## src/inc/tic_params.svh

```systemverilog
// Register map, field positions and reset values of the capture block
`ifndef TIC_PARAMS_SVH
`define TIC_PARAMS_SVH

`define TIC_NCHAN        4
`define TIC_IDX_W        4
`define TIC_IDX_CTRL0    4'h0
`define TIC_IDX_LATCH0   4'h4
`define TIC_IDX_LATCH_END 4'hB
`define TIC_IDX_DMASEL   4'hC

`define TIC_BIT_FLAG     7
`define TIC_BIT_IE       6
`define TIC_BIT_MSB      5
`define TIC_BIT_MSA      4
`define TIC_BIT_ELSB     3
`define TIC_BIT_ELSA     2
`define TIC_BIT_TOV      1
`define TIC_BIT_MAX      0

`define TIC_CTRL_RESET   8'h00
`define TIC_CTRL_WMASK   8'h7F
`define TIC_DMASEL_RESET 4'h0
`define TIC_SEL_LANE     0
`define TIC_PAIR_BIT     1

`endif

```

## src/inc/tic_pkg.sv

```systemverilog
// Types shared by the capture block modules
package tic_pkg;
  typedef logic [7:0]  tic_byte_t;
  typedef logic [15:0] tic_count_t;
  typedef logic [3:0]  tic_idx_t;

  typedef enum logic [2:0] {
    KIND_NONE = 3'b000,
    KIND_CTRL = 3'b001,
    KIND_HI   = 3'b010,
    KIND_LO   = 3'b011,
    KIND_DMA  = 3'b100
  } tic_kind_t;
endpackage

```

## src/inc/tic_acc_if.sv

```systemverilog
// Decoded register access between bus slave and channel core
`timescale 1ns/1ns
`default_nettype none
interface tic_acc_if;
  import tic_pkg::*;
  logic      acc;
  logic      we;
  logic      wen;
  tic_idx_t  idx;
  tic_byte_t wdat;
  tic_byte_t rdat;

  modport slave (output acc, we, wen, idx, wdat, input rdat);
  modport core  (input acc, we, wen, idx, wdat, output rdat);
endinterface
`default_nettype wire

```

## src/core/tic_pin_sync.sv

```systemverilog
// Three-stage pin synchroniser with agreed-level edge detection
`timescale 1ns/1ns
`default_nettype none
`include "tic_params.svh"
module tic_pin_sync
  import tic_pkg::*;
(
  input  wire logic                  clk_in,
  input  wire logic                  rst_n_in,
  input  wire logic [`TIC_NCHAN-1:0] pin_in,
  output var  logic [`TIC_NCHAN-1:0] rise_out,
  output var  logic [`TIC_NCHAN-1:0] fall_out
);
  logic [`TIC_NCHAN-1:0] s1_reg;
  logic [`TIC_NCHAN-1:0] s2_reg;
  logic [`TIC_NCHAN-1:0] s3_reg;
  logic [`TIC_NCHAN-1:0] lvl_reg;

  genvar gi;
  generate
    for (gi = 0; gi < `TIC_NCHAN; gi++) begin : g_bit
      always_ff @(posedge clk_in) begin
        s1_reg[gi] <= pin_in[gi];
        s2_reg[gi] <= s1_reg[gi];
        s3_reg[gi] <= s2_reg[gi];
      end

      // Level taken only once stages two and three agree
      always_ff @(posedge clk_in) begin
        if (!rst_n_in) begin
          lvl_reg[gi]  <= 1'b0;
          rise_out[gi] <= 1'b0;
          fall_out[gi] <= 1'b0;
        end else begin
          rise_out[gi] <= 1'b0;
          fall_out[gi] <= 1'b0;
          if (s2_reg[gi] == s3_reg[gi] && s3_reg[gi] != lvl_reg[gi]) begin
            lvl_reg[gi]  <= s3_reg[gi];
            rise_out[gi] <= s3_reg[gi];
            fall_out[gi] <= ~s3_reg[gi];
          end
        end
      end
    end
  endgenerate
endmodule
`default_nettype wire

```

## src/core/tic_wb_slave.sv

```systemverilog
// Classic Wishbone slave front end, one access per request
`timescale 1ns/1ns
`default_nettype none
`include "tic_params.svh"
module tic_wb_slave
  import tic_pkg::*;
(
  input  wire logic        clk_in,
  input  wire logic        rst_n_in,
  input  wire logic        cyc_in,
  input  wire logic        stb_in,
  input  wire logic        we_in,
  input  wire logic [5:0]  adr_in,
  input  wire logic [3:0]  sel_in,
  input  wire logic [31:0] dat_in,
  output var  logic [31:0] dat_out,
  output var  logic        ack_out,
  tic_acc_if.slave         bus
);
  // Access fires once; ack high blocks a second side effect
  assign bus.acc  = cyc_in & stb_in & ~ack_out;
  assign bus.we   = we_in;
  assign bus.wen  = we_in & sel_in[`TIC_SEL_LANE];
  assign bus.idx  = adr_in[5:2];
  assign bus.wdat = dat_in[7:0];

  always_ff @(posedge clk_in) begin
    if (!rst_n_in) begin
      ack_out <= 1'b0;
    end else begin
      ack_out <= bus.acc;
    end
  end

  // Narrow registers sit in the low lane, upper bits read zero
  always_ff @(posedge clk_in) begin
    if (!rst_n_in) begin
      dat_out <= 32'h0000_0000;
    end else if (bus.acc && !we_in) begin
      dat_out <= {24'h00_0000, bus.rdat};
    end else begin
      dat_out <= 32'h0000_0000;
    end
  end
endmodule
`default_nettype wire

```

## src/core/tic_capture_top.sv

```systemverilog
// Four input capture channels with Wishbone register access
`timescale 1ns/1ns
`default_nettype none
`include "tic_params.svh"
module tic_capture_top
  import tic_pkg::*;
(
  input  wire logic                  SYS_CLK_IN,
  input  wire logic                  RESET_N_IN,
  input  wire logic                  WB_CYC_IN,
  input  wire logic                  WB_STB_IN,
  input  wire logic                  WB_WE_IN,
  input  wire logic [5:0]            WB_ADR_IN,
  input  wire logic [3:0]            WB_SEL_IN,
  input  wire logic [31:0]           WB_DAT_IN,
  output var  logic [31:0]           WB_DAT_OUT,
  output var  logic                  WB_ACK_OUT,
  input  wire logic [15:0]           SHARED_COUNT_IN,
  input  wire logic [`TIC_NCHAN-1:0] CHAN_PIN_IN,
  output var  logic [`TIC_NCHAN-1:0] PIN_OWNED_OUT,
  output var  logic [`TIC_NCHAN-1:0] CPU_IRQ_OUT,
  output var  logic [`TIC_NCHAN-1:0] DMA_REQ_OUT
);
  tic_acc_if bus ();

  tic_byte_t             ctrl_reg [`TIC_NCHAN];
  tic_count_t            latch_reg [`TIC_NCHAN];
  logic [`TIC_NCHAN-1:0] armed_reg;
  logic [`TIC_NCHAN-1:0] lock_reg;
  logic [`TIC_NCHAN-1:0] dma_sel_reg;
  logic [`TIC_NCHAN-1:0] flag_next;
  logic [`TIC_NCHAN-1:0] chan_on;
  logic [`TIC_NCHAN-1:0] cap_mode;
  logic [`TIC_NCHAN-1:0] hit;
  logic [`TIC_NCHAN-1:0] rise;
  logic [`TIC_NCHAN-1:0] fall;

  tic_kind_t             kind;
  logic [1:0]            sel_ch;
  tic_idx_t              lat_off;

  tic_wb_slave u_slave (
    .clk_in   (SYS_CLK_IN),
    .rst_n_in (RESET_N_IN),
    .cyc_in   (WB_CYC_IN),
    .stb_in   (WB_STB_IN),
    .we_in    (WB_WE_IN),
    .adr_in   (WB_ADR_IN),
    .sel_in   (WB_SEL_IN),
    .dat_in   (WB_DAT_IN),
    .dat_out  (WB_DAT_OUT),
    .ack_out  (WB_ACK_OUT),
    .bus      (bus.slave)
  );

  tic_pin_sync u_sync (
    .clk_in   (SYS_CLK_IN),
    .rst_n_in (RESET_N_IN),
    .pin_in   (CHAN_PIN_IN),
    .rise_out (rise),
    .fall_out (fall)
  );

  // Word index to register kind and channel
  always_comb begin
    kind    = KIND_NONE;
    sel_ch  = 2'b00;
    lat_off = bus.idx - `TIC_IDX_LATCH0;
    if (bus.idx < `TIC_IDX_LATCH0) begin
      kind   = KIND_CTRL;
      sel_ch = bus.idx[1:0];
    end else if (bus.idx <= `TIC_IDX_LATCH_END) begin
      sel_ch = lat_off[2:1];
      if (lat_off[0]) begin
        kind = KIND_LO;
      end else begin
        kind = KIND_HI;
      end
    end else if (bus.idx == `TIC_IDX_DMASEL) begin
      kind = KIND_DMA;
    end
  end

  // Route select, one bit per channel
  always_ff @(posedge SYS_CLK_IN) begin
    if (!RESET_N_IN) begin
      dma_sel_reg <= `TIC_DMASEL_RESET;
    end else if (bus.acc && bus.wen && kind == KIND_DMA) begin
      dma_sel_reg <= bus.wdat[`TIC_NCHAN-1:0];
    end
  end

  genvar gi;
  generate
    for (gi = 0; gi < `TIC_NCHAN; gi++) begin : g_ch
      localparam int PAIR = gi - (gi % 2);
      logic sel_here;
      logic ctrl_acc;
      logic hi_acc;
      logic lo_acc;
      logic pair_buf;
      logic any_edge;
      logic dma_mode;
      logic clr_cpu;
      logic clr_dma;

      assign sel_here = bus.acc && sel_ch == 2'(gi);
      assign ctrl_acc = sel_here && kind == KIND_CTRL;
      assign hi_acc   = sel_here && kind == KIND_HI;
      assign lo_acc   = sel_here && kind == KIND_LO;
      assign pair_buf = ctrl_reg[PAIR][`TIC_BIT_MSB];
      assign any_edge = ctrl_reg[gi][`TIC_BIT_ELSB]
                      | ctrl_reg[gi][`TIC_BIT_ELSA];

      // odd partner disabled by buffered bit
      if (gi % 2 == 1) begin : g_odd
        assign chan_on[gi] = ~pair_buf;
      end else begin : g_even
        assign chan_on[gi] = 1'b1;
      end

      // unbuffered bit acts only while pair bit clear
      // edge code 00 means no capture
      // toggle and full-duty bits not consulted
      assign cap_mode[gi] = chan_on[gi] & ~pair_buf
                          & ~ctrl_reg[gi][`TIC_BIT_MSA] & any_edge;

      // edge code picks rising, falling or both
      assign hit[gi] = cap_mode[gi]
                     & ((rise[gi] & ctrl_reg[gi][`TIC_BIT_ELSA])
                      | (fall[gi] & ctrl_reg[gi][`TIC_BIT_ELSB]));

      assign dma_mode = ctrl_reg[gi][`TIC_BIT_IE] & dma_sel_reg[gi];

      // zero write clears only after arming read
      // a one written to the flag is ignored
      assign clr_cpu = ctrl_acc && bus.wen && chan_on[gi]
                     && !bus.wdat[`TIC_BIT_FLAG]
                     && armed_reg[gi] && !dma_mode;

      // any low byte access clears in DMA mode
      assign clr_dma = lo_acc && dma_mode;

      // edge sets flag, set wins over a clear
      // same-cycle event beats the zero write
      assign flag_next[gi] = hit[gi]
                           | (ctrl_reg[gi][`TIC_BIT_FLAG]
                              & ~(clr_cpu | clr_dma));

      always_ff @(posedge SYS_CLK_IN) begin
        if (!RESET_N_IN) begin
          ctrl_reg[gi] <= `TIC_CTRL_RESET;
        end else begin
          ctrl_reg[gi][`TIC_BIT_FLAG] <= flag_next[gi];
          if (ctrl_acc && bus.wen && chan_on[gi]) begin
            ctrl_reg[gi][`TIC_BIT_IE]   <= bus.wdat[`TIC_BIT_IE];
            ctrl_reg[gi][`TIC_BIT_MSA]  <= bus.wdat[`TIC_BIT_MSA];
            ctrl_reg[gi][`TIC_BIT_ELSB] <= bus.wdat[`TIC_BIT_ELSB];
            ctrl_reg[gi][`TIC_BIT_ELSA] <= bus.wdat[`TIC_BIT_ELSA];
            ctrl_reg[gi][`TIC_BIT_TOV]  <= bus.wdat[`TIC_BIT_TOV];
            ctrl_reg[gi][`TIC_BIT_MAX]  <= bus.wdat[`TIC_BIT_MAX];
            // buffered bit only on even channels
            if (gi % 2 == 0) begin
              ctrl_reg[gi][`TIC_BIT_MSB] <= bus.wdat[`TIC_BIT_MSB];
            end
          end
        end
      end

      // an event after the arming read disarms the clear
      always_ff @(posedge SYS_CLK_IN) begin
        if (!RESET_N_IN) begin
          armed_reg[gi] <= 1'b0;
        end else if (hit[gi] || (ctrl_acc && bus.we)) begin
          armed_reg[gi] <= 1'b0;
        end else if (ctrl_acc && !bus.we && chan_on[gi]
                     && ctrl_reg[gi][`TIC_BIT_FLAG]) begin
          armed_reg[gi] <= 1'b1;
        end
      end

      // high byte read locks until low byte read
      always_ff @(posedge SYS_CLK_IN) begin
        if (!RESET_N_IN) begin
          lock_reg[gi] <= 1'b0;
        end else if (!cap_mode[gi]) begin
          lock_reg[gi] <= 1'b0;
        end else if (lo_acc && !bus.we) begin
          lock_reg[gi] <= 1'b0;
        end else if (hi_acc && !bus.we) begin
          lock_reg[gi] <= 1'b1;
        end
      end

      // Latch has no reset; contents undefined until used
      always_ff @(posedge SYS_CLK_IN) begin
        if (hi_acc && bus.wen) begin
          latch_reg[gi][15:8] <= bus.wdat;
        end else if (lo_acc && bus.wen) begin
          latch_reg[gi][7:0] <= bus.wdat;
        end else if (hit[gi] && !lock_reg[gi]) begin
          latch_reg[gi] <= SHARED_COUNT_IN;
        end
      end

      always_ff @(posedge SYS_CLK_IN) begin
        if (!RESET_N_IN) begin
          CPU_IRQ_OUT[gi] <= 1'b0;
          DMA_REQ_OUT[gi] <= 1'b0;
        end else begin
          CPU_IRQ_OUT[gi] <= chan_on[gi] & flag_next[gi]
                           & ctrl_reg[gi][`TIC_BIT_IE]
                           & ~dma_sel_reg[gi];
          DMA_REQ_OUT[gi] <= chan_on[gi] & flag_next[gi]
                           & ctrl_reg[gi][`TIC_BIT_IE]
                           & dma_sel_reg[gi];
        end
      end

      // pin handed to the port on code 00
      always_ff @(posedge SYS_CLK_IN) begin
        if (!RESET_N_IN) begin
          PIN_OWNED_OUT[gi] <= 1'b0;
        end else begin
          PIN_OWNED_OUT[gi] <= chan_on[gi] & any_edge;
        end
      end
    end
  endgenerate

  // Read mux; a disabled partner's control register reads as zero, its latch bytes still read back
  always_comb begin
    bus.rdat = 8'h00;
    unique case (kind)
      KIND_CTRL: begin
        if (chan_on[sel_ch]) begin
          bus.rdat = ctrl_reg[sel_ch];
        end
      end
      KIND_HI: begin
        bus.rdat = latch_reg[sel_ch][15:8];
      end
      KIND_LO: begin
        bus.rdat = latch_reg[sel_ch][7:0];
      end
      KIND_DMA: begin
        bus.rdat = {4'h0, dma_sel_reg};
      end
      KIND_NONE: begin
        bus.rdat = 8'h00;
      end
      default: begin
        bus.rdat = 8'h00;
      end
    endcase
  end
endmodule
`default_nettype wire

```

## config.mk

```make
export PLATFORM = sky130hd
export DESIGN_NAME = tic_capture_top
export DESIGN_NICKNAME = d
export VERILOG_FILES = /design/src/inc/tic_pkg.sv /design/src/inc/tic_acc_if.sv /design/src/core/tic_pin_sync.sv /design/src/core/tic_wb_slave.sv /design/src/core/tic_capture_top.sv
export VERILOG_INCLUDE_DIRS = /design/src /design/src/inc
export SDC_FILE = /design/constraint.sdc
export NUM_CORES = 1
export LEC_CHECK = 0
export ABC_AREA = 0
export BUFFER_PORTS_ARGS = -buffer_cell sky130_fd_sc_hd__buf_4
export CELL_PAD_IN_SITES_DETAIL_PLACEMENT = 0
export CELL_PAD_IN_SITES_GLOBAL_PLACEMENT = 1
export CORE_UTILIZATION = 47
export CTS_BUF_LIST = sky130_fd_sc_hd__clkbuf_4
export DETAILED_ROUTE_END_ITERATION = 10
export PLACE_DENSITY_LB_ADDON = 0.08
export SLEW_MARGIN = 20
export SYNTH_ARGS = -nofsm -noshare
export SYNTH_HDL_FRONTEND = slang
export SYNTH_SLANG_ARGS = --single-unit
```

## constraint.sdc

```tcl
create_clock -name SYS_CLK_IN -period 3.74 [get_ports SYS_CLK_IN]
set_input_delay 0.374 -clock SYS_CLK_IN [delete_from_list [all_inputs] [get_ports SYS_CLK_IN]]
set_output_delay 0.374 -clock SYS_CLK_IN [all_outputs]
set_load 0.02 [all_outputs]
```

# Yosys cells after proc, flatten, opt, wreduce, memory -nomap -nowiden
# Memory sizes are Yosys's and may differ from the RTL's.
# Cells that the tools add are included.
# Widths: inputs -> output; s select.
dict set report word_totals {
  output_inout_bits 45
  memories 2
  romBits 0
  word_cells 400
  mem_bits_rw 96
  input_bits 67
  latchBits 0
  ff_bits 81
}
dict set report op_classes {
  n_div 0
  n_bitwise 125
  magnitude_cmp 3
  n_eq_ne 16
  reduce_logical 107
  mul 0
  n_mux 98
  n_shift 0
  n_addsub 1
}
# name words width read_ports rd_ports_with_merged_regs wr line
set mem_list {}
lappend mem_list {latch_reg 4 16 1 0 4 tic_capture_top.sv:27} ;# tic_count_t latch_reg [`TIC_NCHAN];
lappend mem_list {ctrl_reg 4 8 5 0 4 tic_capture_top.sv:26} ;# tic_byte_t ctrl_reg [`TIC_NCHAN];
# cell n
set ops {}
lappend ops {{$mux 1} 82}
lappend ops {{$logic_and 1x1->1} 79}
lappend ops {{$mux 8} 9}
lappend ops {{$or 1x1->1} 54}
lappend ops {{$and 1x1->1} 47}
lappend ops {{$pmux 8 s4} 1}
lappend ops {{$not 1->1} 24}
lappend ops {{$reduce_or 3->1} 4}
lappend ops {{$logic_not 1->1} 10}
lappend ops {{$reduce_and 2->1} 5}
lappend ops {{$mux 3} 3}
lappend ops {{$reduce_or 2->1} 4}
lappend ops {{$eq 3x2->1 const B} 2}
lappend ops {{$eq 1x1->1} 4}
lappend ops {{$eq 2x2->1 const B} 2}
lappend ops {{$eq 4x4->1 const B} 1}
lappend ops {{$le 4x4->1 const B} 1}
lappend ops {{$logic_or 1x1->1} 4}
lappend ops {{$lt 4x3->1 const B} 1}
lappend ops {{$mux 2} 2}
lappend ops {{$ne 1x1->1} 4}
lappend ops {{$eq 3x1->1 const B} 1}
lappend ops {{$eq 3x3->1 const B} 1}
lappend ops {{$lt 2x3->1 const B} 1}
lappend ops {{4 further kinds} 4}

# Depth between registers and ports, before layout
dict set report depth {
  ltp_word 18
  depth_mapped 10
  ltp_nobuf 7
}

# Modules after synthesis
# Synthesis repeated with hierarchy kept, for this count alone.
dict set report unflattened {
  cells_unflattened 577
  area_unflattened_um2 7350.8
}
# mod area_per_inst_um2 n_inst seq_area_each_um2 cells_per_inst
set by_module_without_submodules {}
lappend by_module_without_submodules {tic_capture_top 6143.4 1 3303.2 468}
lappend by_module_without_submodules {tic_pin_sync 655.6 1 480.5 49}
lappend by_module_without_submodules {tic_wb_slave 551.8 1 180.2 60}

# Least setup slack after synthesis
# No wires, ideal clock.
dict set report synth_timing {
  kind {input -> register}
  startpoint {input WB_ADR_IN[4]}
  endpoint {memory latch_reg[1][0] (netlist bit), enable pin}
  arrival_ps 2371
  cell_stages 9
  setup_ps 356
  required_ps 3384
  slack_ps 1013
  path_buffers 2
  path_cell_list {inv_1 > ha_1 > buf_6 > or3b_4 > a211oi_4 > nand2_4 > o21ai_4 > buf_12 > o21ai_0}
}
# item line
set synth_lines {}
lappend synth_lines {{from (decl)} tic_capture_top.sv:13} ;# input wire logic [5:0] WB_ADR_IN,
lappend synth_lines {{to (decl)} tic_capture_top.sv:27}

==> qor.yml <==
die_h_um: 128
die_w_um: 128
reg2reg_slack_ns: 1.15
drtIter0Drc: 384
place_area_mm2: 0.00809
gp_congestion: 0.887
yosys_most_used_dff: "edfxtp_1"
synthAdderAreaFrac_pct: 0.504
fp.coreArea_mm2: 0.0153
grt_overflow: 0
fin_area_mm2: 0.00839
grt_pass1_wl_um: 30200
drive_gt1_share_pct: 27.3
synth_cells: 646
syn_area_mm2: 0.00744
largest_register_ffs: 64
die-area_mm2: 0.0163
h-tree-depth: 4
nNetsFinal: 787
cts_sinks: 153
max_freq_ghz: 0.385
slowest_delay_ns: 0.77
vias_per_cell: 5.76
cp_common_cell: "buf_4"
postCtsHoldBufs: 4
max_slew_margin_pct: 42.4
yosys.area_share.simple_pct: 12.8
yosysUniqueCellTypes: 74
wl_per_cell_um: 20.9
synth_top_family_by_area: "compound AO/OA/AOI/OAI gates"
cts_setup_buffers: 0
synth_compound_area_share_pct: 17.7
cts_root_buf: "clkbuf_4"
core.rowCount: 45
rsz0062_at_grt: "false"
worst_pin_slew_ns: 0.856
cts_tree: "built"
synth_edf_count: 90
grt_max_degree: 42
power_density_mw_per_mm2: 378
setup_viol: 0
final_max_slew_viol_count: 0
synthXorXnorAreaFrac_pct: 0
final_cell_mix: "edfxtp_1, buf_4, dfxtp_1, mux2_2, nand2_1"
dp_cells: 905
via_count: 5416
crit_slowest_cell: "nor3_2"
final_hold_viol_count: 0
ir_drop_mv: 0.289
cts_resized: 0
diodes: 0
status: "finished, final reports clean"
setup_tns_ns: 0
final_common_cell: "edfxtp_1"
path_cells: "buf_4 -> inv_1 -> ha_1 -> nor3_2 -> o21ai_0 -> o31ai_1 -> buf_4"
clock_latency_ns: 0.55
p_leak_nw: 3.11
yosys_warnings: 0
async_reset_ff_share_pct: 0
drc_errors: 0
fin_skew_ns: 0.0180
muxShareOfSynthArea_pct: 10.3
drv_cap: 0
antenna_left: 0
critPathArrivalTime_ns: 2.86
holdCritPathClass: "input port to flip-flop"
portBuffers: 58
start_util_pct: 48.6
start_kind: "input port"
io_pins: 112
antenna_found_initial: 0
ys_ff_latch: 153
path_class: "input port to flip-flop"
critical_path_required_ns: 4.00
areaGrowthSynthToFinish_pct: 12.7
grt_usage_pct: 25.3
cts_buffers: 17
path_clk_slew_ns: 0.13
wl_um: 19700
syn_area_per_cell_um2: 11.5
synth-seq-area-share_pct: 53.3
crit_path_end_kind: "flip-flop"
period_share_pct: 69.5
cts.path.max_buffers: 2
min_period_ns: 2.60
drtPass1Iterations: 5
cp_max_fo: 17
fin_cells: 941
first_global_vias: 5331
place_hpwl_um: 13900
area by class of cell:
type	count	area [um2]
fillers	1411	6930
clock inverters	14	120
multi-input cells	445	3160
well taps	211	264
inverters	9	33.8
clock buffers	18	135
flip-flops and latches	153	3960
repair buffers	91	706
power breakdown:
group | internal [mW] | leakage [nW] | switching, mW
Sequential | 1.82 | 1.36 | 0.0219
Combinational | 0.147 | 1.61 | 0.237
Clock | 0.342 | 0.148 | 0.607
worst max-delay path, delay by kind of cell:
kind            cells  cell delay [ns]
compound gates      2             0.84
buf+inv             3             0.45
fa+ha+maj           1             0.40
simple gates        1             0.77
path summary, 6_finish.rpt:
check	startpoint	end	cells past startpoint
worst max-delay path	WB_ADR_IN[4]	latch_reg[3][4]$_DFFE_PP_	7
worst min-delay path	SHARED_COUNT_IN[13]	latch_reg[2][13]$_DFFE_PP_	2
worst max register to register	u_slave.ack_out$_SDFF_PN0_	latch_reg[0][11]$_DFFE_PP_	6
worst min register to register	u_sync.s1_reg[1]$_DFF_P_	u_sync.s2_reg[1]$_DFF_P_	0
cells by family after synthesis:
kind of cell,after synthesis
buffers and inverters,71
adders and majority gates,3
AOI/OAI and AO/OA,178
DFF,153
muxes,65
other,1
and+or+nand+nor,175
metrics by stage:
step,utilization [%],power [mW],setup slack [ns],hold slack [ns]
finish,54.8,3.17,1.14,0.134
global route,54.8,3.30,0.959,0.0865
CTS,54.8,3.19,1.20,0.0846
detailed placement,52.8,2.25,0.624,0.314
global placement,52.8,2.24,0.622,0.310
floorplan,-,2.13,1.01,0.310
cell usage after synthesis (all sizes together), types with 5 or more instances:
library cell  number  area [um2]
a31oi              6        37.5
nor2b             12        75.1
nand2b             5        31.3
nor2              17        63.8
o21ai             34         211
buf               36         270
nand2             49         191
a21oi             23         119
a22o               6        52.6
inv                9        33.8
o21a               7        52.6
edfxtp            90        2700
a211oi             8        77.6
and2              33         206
nand3             15        75.1
mux2              64         754
a22oi             23         173
a21boi            15         116
nand3b             5        37.5
o211ai            11        82.6
clkbuf            26        97.6
nor3              12        65.1
nor3b              7        52.6
dfxtp             63        1260
metal layers:
metal / track usage, % / routed length (um) / vias to the layer above / part of all wire [%]
li1: - / - / 2537 / -
met1: 32.7 / 8680 / 2651 / 44
met2: 42.1 / 9380 / 202 / 48
met3: 5.22 / 1250 / 26 / 6.3
met4: 9.07 / 410 / 0 / 2.1
met5: 0 / 0 / - / 0
No activity file was read; power rests on OpenSTA's default activity.
